### config.mk
export PLATFORM = sky130hd
export DESIGN_NAME = power_on_reset_sequencer
export DESIGN_NICKNAME = d
export VERILOG_FILES = /design/src/hdl/depop_timer.v /design/src/hdl/power_on_reset_sequencer.v
export VERILOG_INCLUDE_DIRS = /design/src /design/src/include
export SDC_FILE = /design/constraint.sdc
export NUM_CORES = 1
export LEC_CHECK = 0
export CAP_MARGIN = 5
export CORE_ASPECT_RATIO = 0.9
export CORE_MARGIN = 2
export CORE_UTILIZATION = 50
export CTS_BUF_LIST = sky130_fd_sc_hd__clkbuf_16
export DETAILED_ROUTE_END_ITERATION = 7
export DONT_BUFFER_PORTS = 1
export PLACE_DENSITY_LB_ADDON = 0.2
export SLEW_MARGIN = 20
export SYNTH_ARGS = -nofsm -noshare
export SYNTH_HDL_FRONTEND = slang
export SYNTH_SLANG_ARGS = --single-unit
### constraint.sdc
create_clock -name clk_in -period 2.8 [get_ports clk_in]
set_input_delay 0.42 -clock clk_in [delete_from_list [all_inputs] [get_ports clk_in]]
set_output_delay 0.42 -clock clk_in [all_outputs]
set_load 0.01 [all_outputs]
### src/include/por_consts.vh
// Constants for the power-on reset sequencer and its depop timer
`ifndef POR_CONSTS_VH
`define POR_CONSTS_VH

// System clock period in nanoseconds (25 MHz)
`define CLK_PERIOD_NS        40
// Typical reset extension after both supplies are good, in nanoseconds
`define POR_EXT_TIME_NS      50000
// Longest permitted reset extension, in nanoseconds
`define POR_EXT_MAX_NS       100000
// Extension in clock cycles, the typical figure rounded down
`define POR_EXT_CYCLES       (`POR_EXT_TIME_NS / `CLK_PERIOD_NS)
// Ceiling of the extension in clock cycles, rounded down
`define POR_EXT_MAX_CYCLES   (`POR_EXT_MAX_NS / `CLK_PERIOD_NS)
// Depop delay base, in master clock ticks at the lowest rate setting
`define DEPOP_BASE_TICKS     16'h0100
// Width of the sample-rate setting
`define RATE_SEL_W           3
// Largest shift applied to the depop base for the highest rate setting
`define RATE_SHIFT_MAX       5

`endif

### src/hdl/depop_timer.v
// Depop delay timer clocked by master clock ticks, scaled by sample rate
`timescale 1ns/100ps
`include "por_consts.vh"

module depop_timer #(
    parameter             CNT_W  = 24,
    parameter [15:0]      BASE   = `DEPOP_BASE_TICKS
) (
    input  wire                   clk_in,
    input  wire                   reset_in,
    input  wire                   clear_in,
    input  wire                   mclk_tick_in,
    input  wire [`RATE_SEL_W-1:0] rate_sel_in,
    input  wire                   enable_in,
    output reg                    busy_out,
    output reg                    done_out
);

    // Higher sample rates scale the delay by powers of two
    function [2:0] rate_shift;
        input [`RATE_SEL_W-1:0] sel;
        begin
            if (sel > `RATE_SHIFT_MAX) begin
                rate_shift = 3'd`RATE_SHIFT_MAX;
            end else begin
                rate_shift = sel[2:0];
            end
        end
    endfunction

    reg             enable_q;
    reg [CNT_W-1:0] tick_cnt_q;
    reg [CNT_W-1:0] target_q;
    wire            start;
    wire [CNT_W-1:0] target_d;

    assign start    = enable_in & ~enable_q;
    assign target_d = {{(CNT_W-16){1'b0}}, BASE} << rate_shift(rate_sel_in);

    // Count master clock ticks from the output enable edge; reset or disable aborts
    always @(posedge clk_in) begin
        if (reset_in || clear_in) begin
            enable_q   <= 1'b0;
            tick_cnt_q <= {CNT_W{1'b0}};
            target_q   <= {CNT_W{1'b0}};
            busy_out   <= 1'b0;
            done_out   <= 1'b0;
        end else begin
            enable_q <= enable_in;
            done_out <= 1'b0;
            if (!enable_in) begin
                busy_out   <= 1'b0;
                tick_cnt_q <= {CNT_W{1'b0}};
            end else if (start) begin
                busy_out   <= 1'b1;
                tick_cnt_q <= {CNT_W{1'b0}};
                target_q   <= target_d;
            end else if (busy_out && mclk_tick_in) begin
                if (tick_cnt_q == target_q - 1'b1) begin
                    busy_out <= 1'b0;
                    done_out <= 1'b1;
                end
                tick_cnt_q <= tick_cnt_q + 1'b1;
            end
        end
    end

endmodule // depop_timer

### src/hdl/power_on_reset_sequencer.v
// Internal power-on reset sequencer with control-port gating and depop timing
// Operation
// Reset is internal only; asserted while either supply-good indication is low.
// During reset every register and control is forced to its initial value.
// Control-port accesses during reset are discarded; no write or action takes effect.
// After both supplies good, reset extends about 50 us, never over 100 us.
// Any supply drop re-enters reset; a fresh extension starts when both return.
// Host sends no audio until 250 ms after outputs enabled and clock running.
// Depop delays count master clock ticks scaled by the sample-rate setting.
// Supply-good inputs are synchronised; extension count restarts on every good edge.
`timescale 1ns/100ps
`include "por_consts.vh"

module power_on_reset_sequencer #(
    parameter EXT_W  = 12,
    parameter ADDR_W = 7,
    parameter DATA_W = 9,
    parameter CNT_W  = 24
) (
    input  wire                   clk_in,
    input  wire                   reset_in,
    input  wire                   analog_supply_good_in,
    input  wire                   core_supply_good_in,
    input  wire                   ctrl_wr_in,
    input  wire                   ctrl_rd_in,
    input  wire [ADDR_W-1:0]      ctrl_addr_in,
    input  wire [DATA_W-1:0]      ctrl_wdata_in,
    input  wire                   mclk_tick_in,
    input  wire [`RATE_SEL_W-1:0] rate_sel_in,
    input  wire                   output_enable_in,
    output reg                    por_active_out,
    output reg                    regs_init_out,
    output reg                    ctrl_wr_out,
    output reg                    ctrl_rd_out,
    output reg  [ADDR_W-1:0]      ctrl_addr_out,
    output reg  [DATA_W-1:0]      ctrl_wdata_out,
    output reg                    ctrl_dropped_out,
    output reg                    por_seen_out,
    output wire                   depop_busy_out,
    output wire                   depop_done_out
);

    // One-hot sequencer states
    localparam [2:0] ST_HOLD   = 3'b001;
    localparam [2:0] ST_EXTEND = 3'b010;
    localparam [2:0] ST_RUN    = 3'b100;

    // Cycle counts kept at full width first, so the narrowing below is deliberate
    localparam [31:0] EXT_LAST_I = `POR_EXT_CYCLES - 1;
    localparam [31:0] EXT_CEIL_I = `POR_EXT_MAX_CYCLES - 1;

    // Last extension count; the typical figure sits well inside the ceiling.
    // EXT_W must hold the ceiling count, or the guard compare would alias.
    localparam [EXT_W-1:0] EXT_LAST = EXT_LAST_I[EXT_W-1:0];
    localparam [EXT_W-1:0] EXT_CEIL = EXT_CEIL_I[EXT_W-1:0];

    // Reset is held in every state but RUN; one decode feeds both reset outputs
    function held_in_reset;
        input [2:0] st;
        begin
            held_in_reset = (st != ST_RUN);
        end
    endfunction

    reg  [1:0]       sync1_q;
    reg  [1:0]       sync2_q;
    reg              both_good_q;
    wire [1:0]       supply_raw;
    wire             both_good;
    wire             good_rise;

    // Sequencer state and extension counter
    reg  [2:0]       state_q;
    reg  [2:0]       state_d;
    reg  [EXT_W-1:0] ext_cnt_q;
    reg  [EXT_W-1:0] ext_cnt_d;
    wire             ext_done;

    // Bit 0 carries the analog indication, bit 1 the core one
    assign supply_raw = {core_supply_good_in, analog_supply_good_in};

    // Two-stage synchroniser per supply indication; first stage feeds only the second
    genvar i;
    generate
        for (i = 0; i < 2; i = i + 1) begin : g_sync
            always @(posedge clk_in) begin
                if (reset_in) begin
                    sync1_q[i] <= 1'b0;
                    sync2_q[i] <= 1'b0;
                end else begin
                    sync1_q[i] <= supply_raw[i];
                    sync2_q[i] <= sync1_q[i];
                end
            end
        end
    endgenerate

    // Combined good condition and its rising edge, from synchronised copies only
    assign both_good = &sync2_q;
    assign good_rise = both_good & ~both_good_q;

    // Delayed copy for the edge detector; it resets low, matching the synchronisers,
    // so the first good condition after reset is always seen as a rise
    always @(posedge clk_in) begin
        if (reset_in) begin
            both_good_q <= 1'b0;
        end else begin
            both_good_q <= both_good;
        end
    end

    // Extension ends at the typical count; the ceiling guards a misset count
    // With the default counts the ceiling compare is never reached
    assign ext_done = (ext_cnt_q == EXT_LAST) || (ext_cnt_q == EXT_CEIL);

    // Sequencer: a supply drop wins over everything so no stale release survives
    // Limitation: a dip shorter than one clock period can slip between samples
    always @* begin
        state_d   = state_q;
        ext_cnt_d = ext_cnt_q;
        case (state_q)
            ST_HOLD: begin
                ext_cnt_d = {EXT_W{1'b0}};
                if (both_good) begin
                    state_d = ST_EXTEND;
                end
            end
            ST_EXTEND: begin
                if (!both_good) begin
                    state_d   = ST_HOLD;
                    ext_cnt_d = {EXT_W{1'b0}};
                end else if (ext_done) begin
                    state_d = ST_RUN;
                end else begin
                    ext_cnt_d = ext_cnt_q + 1'b1;
                end
            end
            ST_RUN: begin
                if (!both_good) begin
                    state_d   = ST_HOLD;
                    ext_cnt_d = {EXT_W{1'b0}};
                end
            end
            default: begin
                state_d   = ST_HOLD;
                ext_cnt_d = {EXT_W{1'b0}};
            end
        endcase
        if (good_rise) begin
            ext_cnt_d = {EXT_W{1'b0}};
        end
    end

    // State and extension counter registers
    always @(posedge clk_in) begin
        if (reset_in) begin
            state_q   <= ST_HOLD;
            ext_cnt_q <= {EXT_W{1'b0}};
        end else begin
            state_q   <= state_d;
            ext_cnt_q <= ext_cnt_d;
        end
    end

    // Reset level and register-initialise level follow the next state, one flop deep
    always @(posedge clk_in) begin
        if (reset_in) begin
            por_active_out <= 1'b1;
            regs_init_out  <= 1'b1;
        end else begin
            por_active_out <= held_in_reset(state_d);
            regs_init_out  <= held_in_reset(state_d);
        end
    end

    // Control port gate: accesses are passed on only outside reset
    // Address and data are zeroed rather than held, so nothing stale leaks out later.
    // The host can learn that reset ended from ctrl_dropped_out staying low on an access, without a write and read-back.
    always @(posedge clk_in) begin
        if (reset_in || por_active_out) begin
            ctrl_wr_out      <= 1'b0;
            ctrl_rd_out      <= 1'b0;
            ctrl_addr_out    <= {ADDR_W{1'b0}};
            ctrl_wdata_out   <= {DATA_W{1'b0}};
            ctrl_dropped_out <= ~reset_in & (ctrl_wr_in | ctrl_rd_in);
        end else begin
            ctrl_wr_out      <= ctrl_wr_in;
            ctrl_rd_out      <= ctrl_rd_in;
            ctrl_dropped_out <= 1'b0;
            if (ctrl_wr_in || ctrl_rd_in) begin
                ctrl_addr_out  <= ctrl_addr_in;
                ctrl_wdata_out <= ctrl_wdata_in;
            end
        end
    end

    // Sticky record of a supply-triggered reset; lets a status path see past events.
    // Cleared only by the external reset, so a later drop cannot be missed.
    always @(posedge clk_in) begin
        if (reset_in) begin
            por_seen_out <= 1'b0;
        end else if (state_q != ST_HOLD && !both_good) begin
            por_seen_out <= 1'b1;
        end
    end

    // Depop delays run from the master clock and are cleared by the power-on reset.
    // The host must still hold off audio well beyond these delays after enabling.
    // Ticks arriving while no delay runs are ignored inside the timer.
    depop_timer #(
        .CNT_W (CNT_W),
        .BASE  (`DEPOP_BASE_TICKS)
    ) u_depop (
        .clk_in       (clk_in),
        .reset_in     (reset_in),
        .clear_in     (por_active_out),
        .mclk_tick_in (mclk_tick_in),
        .rate_sel_in  (rate_sel_in),
        .enable_in    (output_enable_in),
        .busy_out     (depop_busy_out),
        .done_out     (depop_done_out)
    );

endmodule // power_on_reset_sequencer

==> results summary, run 1 <==
The ratio of routed vias to standard cells came out at 5.49. The final antenna diode count came out at 0. The pin count of the biggest net entering global routing came out at 26. The total die area is 7610 µm².

The level count of the clock H-tree came out at 3. The placement row count came out at 28. The slew at the pin closest to its max-slew limit came out at 0.836 ns. The number of antenna violations at the first check in global routing came out at 0. Buffers placed on the I/O ports in this run total 0.

The standard cell area after detailed placement is 3530 µm². Data arrives at the worst endpoint at 2.54 ns. The total leakage power is 1.32 nW.

The slack of the worst reg-to-reg path is 0.46 ns. The post-layout utilization of the core is 0.574. The post-CTS setup buffer count is 0.

Summed over all layers, the routed wires come to 6830 µm. Before CTS, the worst setup slack after placement is 0.491 ns. The setup slack after layout came out at 0.460 ns. The number of sinks on the clock net came out at 76. The startpoint identified for the worst hold timing path is reset_in. The clock arrives with 0.00435 ns of skew.

The most instantiated flip-flop cell in the synthesis netlist is dfxtp_1. The maximum fanout count along the critical path is 8. STA classifies the critical path endpoint as a register. The number of remaining DRC errors came out at 0. The proportion of layout cells with a drive suffix above 1 came out at 0.0758. The aggregate negative setup slack is 0 ns. Dividing the final minimum period by the clock period gives 0.836. The share of synthesized registers carrying an async set or reset came out at 0. The root buffer cell is clkbuf_16. For this run, the register share of the synthesized area comes to 0.439. In this run the critical register-to-register path is launched from u_depop.target_q[10]. For this run, the number of standard cells in the final layout without fillers is 499. The mapped netlist covers 3460 µm². The worst reg2reg path endpoint is u_depop.busy_out. Setup repair after global routing left no endpoint under its margin.

The count of placed standard cells including taps came out at 483. The count of routing violations after the opening detailed-route iteration came out at 98. The number of cells traversed by the worst register-to-register path is 9. The most critical setup path has its startpoint at u_depop.target_q[10]. The worst setup path is of the reg -> reg kind. The number of gates given a new drive strength after cts came out at 0. The highest clock rate is 427 MHz. The class of the worst hold path is in -> reg. The post-synthesis area per instance came out at 8.57 µm².

The routability-driven placement congestion ratio is 0.874. The number of synthesis warnings is 0. The placeable core area came out at 6660 µm². The net count of the mapped netlist is 436.

The worst-case IR drop observed on VDD is 0.327 mV. The run finished with clean final reports. The number of max-capacitance violations reported came out at 0. The clock passes through at most 2 buffers.

After detailed routing, the average wire length per cell comes to 13.7 µm. The number of failing hold endpoints at the final stage was 0. The net count of the finished layout came out at 436. The detailed-placement wirelength estimate came out at 4970 µm. The leftover overflow at the end of global routing is 0. The synthesized netlist contains 58 unique library cells. The final setup violation count is 0.

Subtracting the final worst setup slack from the clock period gives 2.34 ns. The chip height is 82.9 µm. The area growth from synthesis to layout is 10.3%. TritonCTS built the clock tree. The overall die width is 91.7 µm. In this run the tightest slew margin relative to its limit is 0.442. The overall global routing resource usage came out at 0.187. The later pin in the worst-skew pair is clocked with a latency of 0.33 ns. The remaining antenna violation count came out at 0.

The first detailed-routing pass took 5 iterations. The cell count after synthesis came out at 404. In this run the power density over the cells is 577 nW/µm². The required time at the endpoint of the critical path is 3.00 ns. Following the worst setup path forward leads to its endpoint at u_depop.busy_out. The type of element launching the critical path is a register. In this run, post-CTS hold repair placed 0 buffers. The summed area of non-filler cells in the final layout is 3820 µm². Buffers inserted during clock tree synthesis total 9.

The flop and latch count out of synthesis is 76. Clock-pin slew was measured on the worst setup and hold paths at 0.06 ns. Summing over every cut layer, the via total after detailed routing is 2,742. The count of flip-flops with a built-in enable after synthesis is 0. The via count of the first global-routing pass is 2,478. The initial core utilization is 0.520.

The total I/O pin count came out at 51. The first global-routing pass estimated 11,700 µm of wire. The final count of pins violating max slew is 0.
-- cell type report --
| cell class | count | area, µm² |
|---|---|---|
| Multi-Input combinational cell | 301 | 1830 |
| Clock buffer | 9 | 225 |
| Inverter | 13 | 48.8 |
| Tap cell | 90 | 113 |
| Fill cell | 617 | 2840 |
| Timing Repair Buffer | 3 | 22.5 |
| Sequential cell | 76 | 1520 |
| Clock inverter | 7 | 58.8 |
-- sequential cells by signal, summed over array words and instances (netlist names), 2 cells and up --
name,count
ctrl_addr_out,7
ctrl_wdata_out,9
ext_cnt_q,12
state_q,3
sync1_q,2
sync2_q,2
u_depop.target_q,8
u_depop.tick_cnt_q,24
-- metal layers --
metal  global-route usage  wire length [µm]  share of wire  up-vias
met4               0.0597                42         0.0061        0
met3               0.0626               388          0.057        4
met5                    0                 0              0        -
met2                0.268              2880           0.42       55
met1                0.265              3520           0.52     1266
li1                     -                 -              -     1417
-- worst min path at each step --
stage | endpoint | slack [ns] | cells past startpoint
global route | sync1_q[0] | 0.14 | 1
CTS | sync2_q[1] | 0.15 | 1
detailed placement | sync2_q[1] | 0.43 | 1
finish | sync2_q[1] | 0.16 | 1
floorplan | sync2_q[0] | 0.41 | 1
global placement | sync2_q[1] | 0.42 | 1
-- cells by family (layout without fill, tap and decap cells) --
family          after synthesis  in the layout  share of synthesized area
simple gates                194            194                      0.295
flops                        76             76                      0.439
compound gates               63             63                      0.115
xor+xnor                     35             35                     0.0885
buf+inv                      27             32                     0.0322
fa+ha+maj                     5              5                     0.0181
mux                           4              4                     0.0119
-- through the flow --
stage	power, W	hold WS, ns
after global routing	0.00228	0.145
after floorplan	0.00114	0.414
after CTS	0.00223	0.146
final	0.00220	0.158
after global placement	0.00114	0.422
after detailed placement	0.00114	0.427
-- power by group --
part / internal (W) / leakage [nW] / total [W] / switching, W
clock: 0.000613 / 0.133 / 0.00109 / 0.000475
sequential: 0.00109 / 0.613 / 0.00109 / 0.00000202
combinational: 0.0000106 / 0.575 / 0.0000281 / 0.0000175
-- worst max-delay path, stage by stage, from the launching register on --
cell and delay [ns]:
dfxtp_1 0.36, nor3_1 0.32, nand2_1 0.09, nor3_1 0.16
ha_1 0.27, xnor2_1 0.13, nor4_1 0.34, o21ai_0 0.14
nor4_1 0.27, a31oi_1 0.13
-- placed cells by master (no fill, tap or decap), types with 11 or more instances in the layout --
| master | Yosys | routed |
|---|---|---|
| inv_1 | 13 | 13 |
| nor3_1 | 11 | 11 |
| nor2_1 | 47 | 47 |
| nand3_1 | 15 | 15 |
| xor2_1 | 17 | 17 |
| nand2_1 | 48 | 48 |
| a21oi_1 | 27 | 27 |
| dfxtp_1 | 76 | 76 |
| xnor2_1 | 18 | 18 |
-- cell usage after synthesis, drive strengths merged, types with 3 or more instances --
| cell type | number | area [µm²] |
|---|---|---|
| nand3 | 15 | 75.1 |
| or2 | 5 | 31.3 |
| nor3 | 11 | 55.1 |
| a22oi | 4 | 35.0 |
| nor2b | 9 | 56.3 |
| and3 | 10 | 63.8 |
| nand4 | 10 | 68.8 |
| dfxtp | 76 | 1520 |
| nand2 | 48 | 180 |
| clkbuf | 10 | 37.5 |
| o21ai | 10 | 53.8 |
| buf | 3 | 15.0 |
| and3b | 3 | 26.3 |
| and2 | 4 | 25.0 |
| or3 | 4 | 25.0 |
| xor2 | 17 | 149 |
| xnor2 | 18 | 158 |
| nor4 | 8 | 65.1 |
| ha | 5 | 62.6 |
| inv | 13 | 48.8 |
| and4 | 3 | 27.5 |
| nor2 | 48 | 183 |
| or4 | 3 | 22.5 |
| nor3b | 3 | 22.5 |
| mux2i | 3 | 30.0 |
| nor4bb | 3 | 30.0 |
| a21oi | 27 | 135 |
Note: power is estimated with default switching activity, not from simulation.
==> run 2, diff against run 1 <==
Clock period 2.8 ns to 1.93 ns, I/O delays scaled along.
==> results summary, run 2 (synthesized netlist as in run 1, its figures left out) <==
The clock-pin transition on the worst setup and hold timing paths is 0.06 ns (about the same). The post-layout utilization of the core is 0.610 (+0.0365). The routability-driven placement congestion ratio came out at 0.844 (-3.5%). The level count of the clock H-tree was 3 (unchanged). The overall global routing resource usage came out at 0.209 (+0.0222). The area occupied by registers came out at 1520 µm² (about the same). The maximum fanout count along the critical path was 2 (-6).

The library cell used most frequently in the layout, excluding fill and tap cells, is dfxtp_1. The total I/O pin count is 51 (unchanged). The maximum cell stage delay along the critical path is 0.33 ns (-0.03 ns).

The remaining antenna violation count is 0 (unchanged). The total power per unit cell area was 799 nW/µm² (+39%). The ratio of routed vias to standard cells is 5.51 (+0.23%). The number of antenna violations at the first check in global routing was 0 (unchanged). The count of buffers inserted at the top-level ports is 0 (unchanged).

The global-route wire length before repair is 13,000 µm (+11%). The flow ran to the end, but the final reports show violations. The highest clock rate came out at 514 MHz (+20%). The overall die width came out at 91.7 µm (unchanged). The detailed-placement wirelength estimate is 5320 µm (+7.0%). The slew at the pin closest to its max-slew limit came out at 0.445 ns (-0.391 ns).

Setup repair after global routing could not meet its margin everywhere. The worst max-slew margin expressed relative to the limit was 0.704 (+0.262). The critical path in this run is classified as reg -> reg. The clock tree from TritonCTS is yes.

The final count of pins violating max slew is 0 (unchanged). The total die area is 7610 µm² (unchanged). STA classifies the critical path startpoint as a register.

The largest register by flop count is u_depop.tick_cnt_q. The layout overhead on the synthesized area is 17.3%. The layout filler cell count is 577 (-6.5%). In the layout the commonest cells are 75 x dfxtp_1, 48 x nand2_1, 46 x nor2_1.

The proportion of layout cells with a drive suffix above 1 is 0.147 (+0.0717). The count of routing violations after the opening detailed-route iteration is 163 (+66%). On the critical path, the stage with the largest delay is an instance of dfxtp_2. In this run the worst hold path is classified as in -> reg. The placement row count is 28 (unchanged). The total leakage power came out at 1.47 nW (+11%).

The number of max-capacitance violations reported is 0 (unchanged). The total detailed-routing wirelength is 7610 µm (+11%). The net count of the finished layout is 461 (+5.7%).

The largest registers in the layout are u_depop.tick_cnt_q: 24 flops, ext_cnt_q: 12 flops, ctrl_wdata_out: 9 flops. The number of buffers created by CTS came out at 9 (unchanged). The worst setup path is captured at a register. The wire length per cell after detailed routing came to 14.5 µm (+6.0%). The placeable core area is 6660 µm² (unchanged). The final worst-path cycle share is 1.01 (+0.172). The vias after detailed routing is 2,886 (+5.3%).

The hold buffer count at CTS is 0 (unchanged). The checks that failed: setup timing. The number of flip-flops in the largest register is 24 (unchanged). The multi-input logic area came out at 1880 µm² (+2.6%). The worst setup slack before clock tree synthesis is -0.140 ns (-0.631 ns). In this run the clock root is driven by a clkbuf_16. The number of sinks on the clock net is 76 (unchanged). The required time at the endpoint of the critical path is 2.21 ns (-0.79 ns).

The number of remaining DRC errors came out at 0 (unchanged). The leftover overflow at the end of global routing is 0 (unchanged). The number of buffers between clock root and the deepest sink is 2 (unchanged). The final antenna diode count came out at 0 (unchanged). The worst setup skew after layout is 0.00708 ns (+0.00273 ns). The number of iterations in the first detailed-routing pass came out at 4 (-1). The shortest clock period the worst path allows after layout is 1.95 ns (-0.394 ns). The clock insertion delay at the later pin of the skew report came to 0.34 ns (about the same). The critical path data arrival time came out at 2.23 ns (-0.31 ns).

The pin count of the biggest net entering global routing came out at 18 (-31%). The setup slack after layout came out at -0.0157 ns (-0.476 ns). The number of failing hold endpoints at the final stage is 0 (unchanged). The final setup violation count came out at 1 (+1).

The chip height came to 82.9 µm (unchanged). The maximum vdd drop is 0.568 mV (+74%). The initial core utilization is 0.520 (unchanged). The via count of the first global-routing pass came out at 2,872 (+16%).

Walking the worst path, the cells encountered are nor3_4, nand2_1, nor3_2, ha_1, xnor2_1, nor4_2, o2111ai_1, nor4b_1, and3b_1.
==> run 2: final timing paths <==
check                                           from               end  slack, ns  cells past startpoint
worst max register to register  u_depop.target_q[12]  u_depop.done_out      -0.02                      9
worst max-delay path            u_depop.target_q[12]  u_depop.done_out      -0.02                      9
worst min register to register            sync1_q[0]        sync2_q[0]       0.45                      1
worst min-delay path                        reset_in        sync1_q[1]       0.01                      1
==> run 2: worst max-delay path: cells and delay by family, from the launching register on <==
| family | cells | cell delay [ns] |
|---|---|---|
| flip-flops | 1 | 0.33 |
| AND/OR/NAND/NOR | 6 | 1.01 |
| XOR/XNOR | 1 | 0.13 |
| AO/OA/AOI/OAI | 1 | 0.16 |
| adder cells (fa/ha/maj) | 1 | 0.26 |
==> run 2: timing repair <==
| action | CTS | global route |
|---|---|---|
| resized for setup | 5 | 3 |
| buffers inserted | 0 | 0 |
| endpoints found under the setup margin | 2 | 8 |
==> run 2: stage by stage <==
step           area (µm²)  cells  power [W]  hold slack [ns]  setup TNS, ns
2_1_floorplan        3470    404    0.00165            0.411        -0.0643
3_3_place_gp         3730    508    0.00165            0.363        -0.0348
3_5_place_dp         3730    508    0.00165            0.364         -0.208
4_1_cts              4050    524    0.00327          0.00451        -0.0354
5_1_grt              4060    524    0.00336          0.00270         -0.425
6_report             4060    524    0.00325           0.0119        -0.0157
==> run 2: report_power, final <==
part	leakage [nW]	switching [W]	internal (W)
registers	0.614	0.00000302	0.00157
logic	0.718	0.0000251	0.0000154
clock network	0.141	0.000726	0.000904
==> run 2: cell type report <==
type | instances | share of cell area
multi-input cells | 301 | 0.462
flip-flops and latches | 76 | 0.375
clock buffers | 9 | 0.0555
repair buffers | 28 | 0.0518
well taps | 90 | 0.0277
clock inverters | 7 | 0.0160
inverters | 13 | 0.0120
==> run 2: layer usage <==
layer	part of all wire	global-route usage	vias to the layer above	wire length [µm]
met2	0.45	0.334	71	3450
met4	0.016	0.0841	0	123
met1	0.48	0.267	1337	3620
met3	0.054	0.0599	12	413
met5	0	0	-	0
li1	-	-	1466	-
